<file path="src/common/supervisor_pkg.sv">
// supervisor_pkg: constants, register map and types for the supply supervisor
// assumes a 125 MHz core clock and a 12-bit APB byte address
package supervisor_pkg;

   // core clock rate, in kHz so that millisecond figures convert exactly
   localparam int unsigned CORE_CLK_KHZ = 125000;

   // internal-timebase intervals as printed, in ms
   localparam int unsigned HOLD_SHORT_MS = 50;
   localparam int unsigned HOLD_LONG_MS  = 200;
   localparam int unsigned WDOG_SHORT_MS = 100;
   localparam int unsigned WDOG_LONG_MS  = 1600;

   // the same intervals in core cycles (all exact, so no rounding needed)
   localparam logic [31:0] HOLD_SHORT_CYC = 32'(HOLD_SHORT_MS * CORE_CLK_KHZ);
   localparam logic [31:0] HOLD_LONG_CYC  = 32'(HOLD_LONG_MS * CORE_CLK_KHZ);
   localparam logic [31:0] WDOG_SHORT_CYC = 32'(WDOG_SHORT_MS * CORE_CLK_KHZ);
   localparam logic [31:0] WDOG_LONG_CYC  = 32'(WDOG_LONG_MS * CORE_CLK_KHZ);

   // external-timebase counts, in rising edges of the timebase clock
   localparam logic [31:0] EXT_WDOG_LONG_TICKS  = 32'h0000_1000;
   localparam logic [31:0] EXT_WDOG_SHORT_TICKS = 32'h0000_0400;
   localparam logic [31:0] EXT_HOLD_TICKS       = 32'h0000_0100;

   // apb map
   localparam int unsigned APB_AW     = 12;
   localparam logic [11:0] CTRL_OFS   = 12'h000;
   localparam logic [11:0] STATUS_OFS = 12'h004;

   // control register fields and reset values
   localparam int unsigned CTRL_LONG_HOLD_BIT = 0;
   localparam int unsigned CTRL_WDOG_SHORT_BIT = 1;
   localparam logic [1:0]  CTRL_RST           = 2'h0;

   // status register fields
   localparam int unsigned ST_RESET_BIT    = 0;
   localparam int unsigned ST_WDOG_TO_BIT  = 1;
   localparam int unsigned ST_STROBE_MID   = 2;
   localparam int unsigned ST_BACKUP_BIT   = 3;
   localparam int unsigned ST_EXT_TB_BIT   = 4;
   localparam int unsigned ST_PF_WARN_BIT  = 5;
   localparam int unsigned ST_STROBE_LVL   = 6;

   // positions of the pin inputs in the synchroniser vector
   localparam int unsigned NPINS          = 8;
   localparam int unsigned PIN_SUPPLY_LOW = 0;
   localparam int unsigned PIN_BELOW_BATT = 1;
   localparam int unsigned PIN_PF_COMPARE = 2;
   localparam int unsigned PIN_STROBE     = 3;
   localparam int unsigned PIN_STROBE_MID = 4;
   localparam int unsigned PIN_CE_N       = 5;
   localparam int unsigned PIN_TB_SEL     = 6;
   localparam int unsigned PIN_TB_CLK     = 7;
   // safe idle pin values: supply low, strobe floating, chip select off
   localparam logic [7:0]  PIN_RST        = 8'h75;

   // power-on / watchdog reset sequencer
   typedef enum logic [1:0] {
      RS_POWER_BAD,
      RS_HOLD,
      RS_RUN
   } rst_state_e;

endpackage

</file>
<file path="src/rtl/supply_supervisor_watchdog.sv">
// supply_supervisor_watchdog: digital core of a microprocessor supervisor
// assumes comparator results arrive as asynchronous logic levels and that the
// three-level strobe pin is pre-decoded into a level and a mid-supply flag
//
// Chosen here: the APB slave port and the address map.
`timescale 1ns/100ps

module supply_supervisor_watchdog #(
   parameter logic [31:0] HOLD_SHORT = supervisor_pkg::HOLD_SHORT_CYC,
   parameter logic [31:0] HOLD_LONG  = supervisor_pkg::HOLD_LONG_CYC,
   parameter logic [31:0] WDOG_SHORT = supervisor_pkg::WDOG_SHORT_CYC,
   parameter logic [31:0] WDOG_LONG  = supervisor_pkg::WDOG_LONG_CYC
) (
   // clock and reset
   input  wire logic                              core_clk_in,
   input  wire logic                              rstn_in,
   // apb slave
   input  wire logic                              psel_in,
   input  wire logic                              penable_in,
   input  wire logic                              pwrite_in,
   input  wire logic [supervisor_pkg::APB_AW-1:0] paddr_in,
   input  wire logic [31:0]                       pwdata_in,
   input  wire logic [3:0]                        pstrb_in,
   output logic      [31:0]                       prdata_out,
   output logic                                   pready_out,
   output logic                                   pslverr_out,
   // comparator results and host pins (asynchronous)
   input  wire logic                              supply_low_in,
   input  wire logic                              supply_below_batt_in,
   input  wire logic                              pf_compare_in,
   input  wire logic                              wdog_strobe_in,
   input  wire logic                              wdog_strobe_mid_in,
   input  wire logic                              ce_n_in,
   input  wire logic                              timebase_select_in,
   input  wire logic                              timebase_clk_in,
   // supervisor outputs
   output logic                                   rst_n_out,
   output logic                                   rst_out,
   output logic                                   wdog_timeout_out_n,
   output logic                                   pf_warn_n_out,
   output logic                                   ce_n_out,
   output logic                                   backup_active_out,
   output logic                                   low_line_n_out
);
   import supervisor_pkg::*;

   // synchroniser and edge history
   logic [NPINS-1:0] pin_s1_r;
   logic [NPINS-1:0] pin_s2_r;
   logic             tb_clk_d_r;
   logic             strobe_d_r;
   logic             mid_d_r;

   // sequencer and watchdog state
   rst_state_e       state_r;
   rst_state_e       state_nxt;
   logic [31:0]      hold_cnt_r;
   logic [31:0]      hold_cnt_nxt;
   logic [31:0]      wd_cnt_r;
   logic [31:0]      wd_cnt_nxt;
   logic             wdo_r;
   logic             wdo_nxt;

   // registered pin outputs
   logic             rst_n_r;
   logic             rst_r;
   logic             pf_warn_n_r;
   logic             pf_warn_n_nxt;
   logic             ce_n_r;
   logic             ce_n_nxt;
   logic             backup_r;
   logic             low_line_n_r;

   // apb state
   logic [1:0]       ctrl_r;
   logic [1:0]       ctrl_nxt;
   logic [31:0]      prdata_r;
   logic [31:0]      prdata_nxt;
   logic             pready_r;
   logic             pready_nxt;
   logic             pslverr_r;
   logic             pslverr_nxt;

   // decoded conditions
   logic             sel_ext;
   logic             tick;
   logic             supply_bad;
   logic             supply_low;
   logic             below_batt;
   logic             strobe_mid;
   logic             strobe_lvl;
   logic             transition;
   logic             wd_run;
   logic             wd_expire;
   logic [31:0]      hold_len;
   logic [31:0]      wd_len;
   logic [31:0]      status;

   // two-flop synchronisers, one per pin; stage one feeds only stage two
   genvar gi;
   generate
      for (gi = 0; gi < NPINS; gi++) begin : g_sync
         always_ff @(posedge core_clk_in or negedge rstn_in) begin
            if (!rstn_in) begin
               pin_s1_r[gi] <= PIN_RST[gi];
               pin_s2_r[gi] <= PIN_RST[gi];
            end else begin
               pin_s1_r[gi] <= pin_input(gi);
               pin_s2_r[gi] <= pin_s1_r[gi];
            end
         end
      end
   endgenerate

   // maps a synchroniser position to its pin
   function automatic logic pin_input(input int unsigned idx);
      logic v;
      v = 1'b0;
      case (idx)
         PIN_SUPPLY_LOW: v = supply_low_in;
         PIN_BELOW_BATT: v = supply_below_batt_in;
         PIN_PF_COMPARE: v = pf_compare_in;
         PIN_STROBE:     v = wdog_strobe_in;
         PIN_STROBE_MID: v = wdog_strobe_mid_in;
         PIN_CE_N:       v = ce_n_in;
         PIN_TB_SEL:     v = timebase_select_in;
         PIN_TB_CLK:     v = timebase_clk_in;
         default:        v = 1'b0;
      endcase
      return v;
   endfunction

   // timebase, strobe decode and interval selection
   always_comb begin
      supply_low = pin_s2_r[PIN_SUPPLY_LOW];
      below_batt = pin_s2_r[PIN_BELOW_BATT];
      supply_bad = supply_low | below_batt;
      sel_ext    = !pin_s2_r[PIN_TB_SEL];
      // external mode counts rising edges of the timebase pin
      tick       = sel_ext ? (pin_s2_r[PIN_TB_CLK] & !tb_clk_d_r) : 1'b1;
      // mid-supply is the inactive level; low and high are service levels
      strobe_mid = pin_s2_r[PIN_STROBE_MID];
      strobe_lvl = pin_s2_r[PIN_STROBE];
      transition = (strobe_lvl != strobe_d_r) | (strobe_mid != mid_d_r);
      if (sel_ext) begin
         hold_len = EXT_HOLD_TICKS;
         // external mode: short count only when software asks for it
         wd_len   = ctrl_r[CTRL_WDOG_SHORT_BIT] ? EXT_WDOG_SHORT_TICKS
                                                : EXT_WDOG_LONG_TICKS;
      end else begin
         hold_len = ctrl_r[CTRL_LONG_HOLD_BIT] ? HOLD_LONG : HOLD_SHORT;
         // timebase pin level picks the watchdog period
         wd_len   = pin_s2_r[PIN_TB_CLK] ? WDOG_LONG : WDOG_SHORT;
      end
      // the watchdog only runs on a good supply and an active strobe
      wd_run    = !strobe_mid && !supply_bad;
      wd_expire = wd_run && !transition && tick && (wd_cnt_r >= wd_len - 32'h0000_0001);
   end

   // watchdog counter and timeout flag
   always_comb begin
      wd_cnt_nxt = wd_cnt_r;
      wdo_nxt    = wdo_r;
      // restart on every transition, and after each expiry so that pulses repeat
      if (!wd_run || transition || wd_expire) begin
         wd_cnt_nxt = 32'h0000_0000;
      end else if (tick) begin
         wd_cnt_nxt = wd_cnt_r + 32'h0000_0001;
      end
      // release wins over expiry: a strobe edge means software is alive
      if (strobe_mid || supply_low || transition) begin
         wdo_nxt = 1'b1;
      end else if (wd_expire) begin
         wdo_nxt = 1'b0;
      end
   end

   // reset sequencer: power-bad, hold, run
   always_comb begin
      state_nxt    = state_r;
      hold_cnt_nxt = hold_cnt_r;
      case (state_r)
         RS_POWER_BAD: begin
            hold_cnt_nxt = 32'h0000_0000;
            if (!supply_bad) begin
               state_nxt = RS_HOLD;
            end
         end
         RS_HOLD: begin
            if (supply_bad) begin
               state_nxt = RS_POWER_BAD;
            end else if (tick) begin
               if (hold_cnt_r >= hold_len - 32'h0000_0001) begin
                  state_nxt    = RS_RUN;
                  hold_cnt_nxt = 32'h0000_0000;
               end else begin
                  hold_cnt_nxt = hold_cnt_r + 32'h0000_0001;
               end
            end
         end
         RS_RUN: begin
            if (supply_bad) begin
               state_nxt = RS_POWER_BAD;
            end else if (wd_expire) begin
               state_nxt    = RS_HOLD;
               hold_cnt_nxt = 32'h0000_0000;
            end
         end
         default: begin
            state_nxt    = RS_POWER_BAD;
            hold_cnt_nxt = 32'h0000_0000;
         end
      endcase
   end

   // output gating; outputs are registered so they lag the pins by three edges
   always_comb begin
      // below battery the comparator is ignored and the warning held low
      pf_warn_n_nxt = pin_s2_r[PIN_PF_COMPARE] & !below_batt;
      // chip select passes only while the supply is not low; below-battery does not gate it
      ce_n_nxt      = pin_s2_r[PIN_CE_N] | supply_low;
   end

   // core registers
   always_ff @(posedge core_clk_in or negedge rstn_in) begin
      if (!rstn_in) begin
         tb_clk_d_r   <= 1'b0;
         strobe_d_r   <= 1'b0;
         mid_d_r      <= 1'b1;
         state_r      <= RS_POWER_BAD;
         hold_cnt_r   <= 32'h0000_0000;
         wd_cnt_r     <= 32'h0000_0000;
         wdo_r        <= 1'b1;
         rst_n_r      <= 1'b0;
         rst_r        <= 1'b1;
         pf_warn_n_r  <= 1'b0;
         ce_n_r       <= 1'b1;
         backup_r     <= 1'b0;
         low_line_n_r <= 1'b0;
      end else begin
         tb_clk_d_r   <= pin_s2_r[PIN_TB_CLK];
         strobe_d_r   <= strobe_lvl;
         mid_d_r      <= strobe_mid;
         state_r      <= state_nxt;
         hold_cnt_r   <= hold_cnt_nxt;
         wd_cnt_r     <= wd_cnt_nxt;
         wdo_r        <= wdo_nxt;
         // both reset polarities come from the same next state
         rst_n_r      <= (state_nxt == RS_RUN);
         rst_r        <= (state_nxt != RS_RUN);
         pf_warn_n_r  <= pf_warn_n_nxt;
         ce_n_r       <= ce_n_nxt;
         backup_r     <= below_batt;
         low_line_n_r <= !supply_low;
      end
   end

   // status word assembled from live state
   always_comb begin
      status                  = 32'h0000_0000;
      status[ST_RESET_BIT]    = !rst_n_r;
      status[ST_WDOG_TO_BIT]  = !wdo_r;
      status[ST_STROBE_MID]   = strobe_mid;
      status[ST_BACKUP_BIT]   = backup_r;
      status[ST_EXT_TB_BIT]   = sel_ext;
      status[ST_PF_WARN_BIT]  = !pf_warn_n_r;
      status[ST_STROBE_LVL]   = strobe_lvl;
   end

   // apb: answer is prepared in setup, so every access completes with no wait
   always_comb begin
      ctrl_nxt    = ctrl_r;
      pready_nxt  = psel_in & !penable_in;
      prdata_nxt  = 32'h0000_0000;
      pslverr_nxt = 1'b0;
      if (psel_in && !penable_in) begin
         if (paddr_in == CTRL_OFS) begin
            prdata_nxt = {30'h0000_0000, ctrl_r};
         end else if (paddr_in == STATUS_OFS) begin
            prdata_nxt = status;
         end else begin
            pslverr_nxt = 1'b1;                // unmapped or misaligned address
         end
         if (pwrite_in) begin
            prdata_nxt = 32'h0000_0000;
         end
      end
      // write lands only on the completing edge; status is read-only
      if (psel_in && penable_in && pready_r && pwrite_in && !pslverr_r
          && paddr_in == CTRL_OFS && pstrb_in[0]) begin
         ctrl_nxt = pwdata_in[1:0];
      end
   end

   // apb registers
   always_ff @(posedge core_clk_in or negedge rstn_in) begin
      if (!rstn_in) begin
         ctrl_r    <= CTRL_RST;
         prdata_r  <= 32'h0000_0000;
         pready_r  <= 1'b0;
         pslverr_r <= 1'b0;
      end else begin
         ctrl_r    <= ctrl_nxt;
         prdata_r  <= prdata_nxt;
         pready_r  <= pready_nxt;
         pslverr_r <= pslverr_nxt;
      end
   end

   // outputs straight from flip-flops
   assign rst_n_out          = rst_n_r;
   assign rst_out            = rst_r;
   assign wdog_timeout_out_n = wdo_r;
   assign pf_warn_n_out      = pf_warn_n_r;
   assign ce_n_out           = ce_n_r;
   assign backup_active_out  = backup_r;
   assign low_line_n_out     = low_line_n_r;
   assign prdata_out         = prdata_r;
   assign pready_out         = pready_r;
   assign pslverr_out        = pslverr_r;
endmodule // supply_supervisor_watchdog

</file>
<file path="config.mk">
export PLATFORM = sky130hd
export DESIGN_NAME = supply_supervisor_watchdog
export DESIGN_NICKNAME = d
export VERILOG_FILES = /design/src/common/supervisor_pkg.sv /design/src/rtl/supply_supervisor_watchdog.sv
export SDC_FILE = /design/constraint.sdc
export NUM_CORES = 1
export LEC_CHECK = 0
export ABC_AREA = 1
export BUFFER_PORTS_ARGS = -buffer_cell sky130_fd_sc_hd__buf_2
export CAP_MARGIN = 20
export CORE_AREA = 10 10 119 132
export DETAILED_ROUTE_END_ITERATION = 8
export DIE_AREA = 0 0 129 142
export PLACE_DENSITY = 0.8
export SLEW_MARGIN = 20
export SYNTH_ARGS = -nofsm -noshare
export SYNTH_HDL_FRONTEND = slang
export SYNTH_SLANG_ARGS = --single-unit
</file>
<file path="constraint.sdc">
create_clock -name core_clk_in -period 3 [get_ports core_clk_in]
set_input_delay 0.6 -clock core_clk_in [delete_from_list [all_inputs] [get_ports core_clk_in]]
set_output_delay 0.6 -clock core_clk_in [all_outputs]
set_load 0.05 [all_outputs]
</file>
==> summary.txt <==
outcome = finished clean
Overflow after GRT = 0
Setup Skew = 0.00982 ns
Max Slew Vio Count = 0
num rows = 44
drt wl/cell = 13.4 µm
Detail Placement HPWL = 10700 µm
Die Y = 142 µm
routing usage on met1 = 20.3%
cell-by-cell trace of the critical path = buf_12 > buf_4 > nand2_1 > ha_1 > nand4_1 > nor2_2 > inv_1 > a21oi_2 > nor2_2 > nand2_2 > nand2_4 > nand2_4 > buf_4 > nor2_1 > nand2_1 > nand2_1
placed cells = 1074
Starting Density = 51.3%
H-tree depth = 3
Final Hold Fails = 0
largest stage delay on the critical path = 0.56 ns
number of buffers added on ports = 43
vias in the first global route = 5256
Syn Inst Count = 873
Inserted Diodes = 0
FF-to-FF End = wd_cnt_r[27]
Die X = 129 µm
Fin Setup TNS = 0 ns
count of warnings emitted by yosys = 0
Root Buffer = clkbuf_16
Worst Hold Class = input port to asynchronous set/reset pin
CTS sink cnt = 103
total CTS buffers = 9
antenna viol nets, final = 0
syn_area_per_cell = 7.64 µm²
Setup crit end kind = flip-flop
max-cap viol count = 0
Seq/Total Area, Yosys = 38.9%
IO Pins = 102
Tcrit/Tclk final = 89.2%
GRT Total Usage = 16.5%
vias per cell = 5.09
reg2reg start = pin_s2_r[6]
initial antenna violation count = 0
share of layout cells above drive strength 1 = 13.8%
Distinct cells, synth = 44
GRT Max-Usage Layer = met2
fin cells = 1093
largest net degree at the start of global routing = 53
fin util = 56.6%
clk slew on worst S/H paths = 0.08 ns
R2R cell count = 16
CTS Buffer Depth = 2
CTS Hold Bufs = 0
slowest cell on the critical path = dfstp_2
first-pass GRT wire length = 24800 µm
Max transition margin = 48.1%
Max VDD drop = 0.363 mV
synth top area cells = dfrtp_1 33%, nand2_1 14%, ha_1 8.8%, nor2_1 7.1%, dfstp_2 5.5%
final setup vio count = 0
CP Capture Point = wd_cnt_r[27]
Cell Pwr Density = 392 nW/µm²
ys async rst share = 100%
DRC = 0
Vias = 5559
CP Data Required Time = 3.25 ns
Die ar. = 18300 µm²
Critical Path Source = pin_s2_r[6]
Worst Path Arrival = 2.93 ns
R2R Setup Slk = 0.32 ns
Worst Tran Pin Value = 0.778 ns
area delta synth->final = 10.2%
crit path time final = 2.68 ns
Syn Std Cell Area = 6670 µm²
M2 GR Usage = 28.5%
CTS tree = built
Worst setup SP type = flip-flop
RSZ-0062 raised after global routing = false
area share of the largest cell type after synthesis = 33.4%
cell repeated most along the worst path = nand2_1
Pre-antenna DRT Iters = 5
EDFF count, synth = 0
largest area contributor in the netlist = dfrtp_1
critical path peak fanout = 13
Top FF cell, synth = dfrtp_1
Core Region = 13000 µm²
Leak = 3.61 nW
fmax = 0.374 GHz
Detailed Route Iter0 Violations = 445
GRT met3 Usage = 3.13%
GP Congestion = 0.869
#FFs+latches synth = 103
Routed WL = 14600 µm
Post-layout nets = 1035
Setup CP Type = flip-flop to flip-flop
clk_lat worst skew = 0.36 ns
## cells by family after synthesis
family | share of synthesized area [%]
other | 0.113
AND/OR/NAND/NOR | 35.4
flip-flops | 38.9
XOR/XNOR | 3.68
AO/OA/AOI/OAI | 3.53
buffers and inverters | 9.42
multiplexers | 0.150
adder cells (fa/ha/maj) | 8.82
## synth_stat cells (7+ instances only)
cell type    n
a21oi_1     28
buf_2        7
buf_4       29
dfrtp_1     89
dfstp_2     14
ha_1        47
inv_1       85
nand2_1    245
nand3_1     67
nand3b_1     9
nand4_1     13
nor2_1     126
nor2_2       9
nor3_1      20
xnor2_1     13
xor2_1      15
## flip-flops by register name (all words and copies together), names as in the netlist, 2 cells and up
name and flops:
ctrl_r 2, hold_cnt_r 32, pin_s1_r 8, pin_s2_r 4, prdata_out 7, state_r 2, wd_cnt_r 32
## stage by stage
stage / hold slack (ns) / instance area (µm²) / power, mW / setup WS (ns)
2_1_floorplan: 0.304 / 6770 / 1.65 / 0.0752
3_3_place_gp: 0.334 / 6990 / 1.70 / 0.191
3_5_place_dp: 0.336 / 6990 / 1.70 / 0.142
4_1_cts: 0.105 / 7300 / 2.90 / 0.138
5_1_grt: 0.112 / 7350 / 3.00 / 0.0502
6_report: 0.104 / 7350 / 2.88 / 0.324
## worst min path at each step
stage                             end   startpoint  cells after the start
floorplan           backup_active_out      rstn_in                      0
global placement           strobe_lvl  pin_s1_r[3]                      0
detailed placement        pin_s2_r[7]  pin_s1_r[7]                      0
finish                   wd_cnt_r[18]      rstn_in                      1
CTS                      wd_cnt_r[18]      rstn_in                      1
global route             wd_cnt_r[18]      rstn_in                      1
## critical path: cells and delay by family (launching register included)
| family | cells | cell delay, ns |
|---|---|---|
| buffers and inverters | 4 | 0.54 |
| AND/OR/NAND/NOR | 10 | 1.00 |
| adder cells (fa/ha/maj) | 1 | 0.34 |
| flip-flops | 1 | 0.56 |
| AO/OA/AOI/OAI | 1 | 0.12 |
## area by class of cell
type,instances,area (µm²)
clock buffers,9,225
clock inverters,7,81.3
fillers,1186,5640
inverters,88,330
multi-input cells,669,3570
flip-flops and latches,103,2590
well taps,161,201
repair buffers,56,340
## power by group
part	internal, mW	switching, mW
Combinational	0.0574	0.198
Sequential	1.41	0.0124
Clock	0.597	0.600
Total	2.07	0.810
## what timing repair did
item,4_1_cts,5_1_grt
endpoints found under the setup margin,0,33
setup buffers,0,2
hold endpoints to repair,0,0
resized for setup,0,4
## cell usage in the layout (no fill, tap or decap), drive strengths merged
master and n:
nor4 4, o21ai 8, xnor2 13, clkinv 3
nand3b 10, a21o 1, mux2i 1, nor4b 1
nand2 252, dfrtp 89, nor2b 1, dfstp 14
xor2 15, nand3 70, buf 56, conb 30
inv 92, nor3 26, nor2 137, nand4 14
nor3b 3, clkbuf 9, and2 2, o21a 2
or2 2, ha 47, a21oi 30
## per-layer routing
| metal | share of wire, % | vias to the layer above |
|---|---|---|
| met3 | 4.0 | 24 |
| met5 | 0 | - |
| li1 | - | 2842 |
| met2 | 52 | 111 |
| met4 | 1.5 | 0 |
| met1 | 43 | 2582 |
Power figures use the tool's default switching activity.
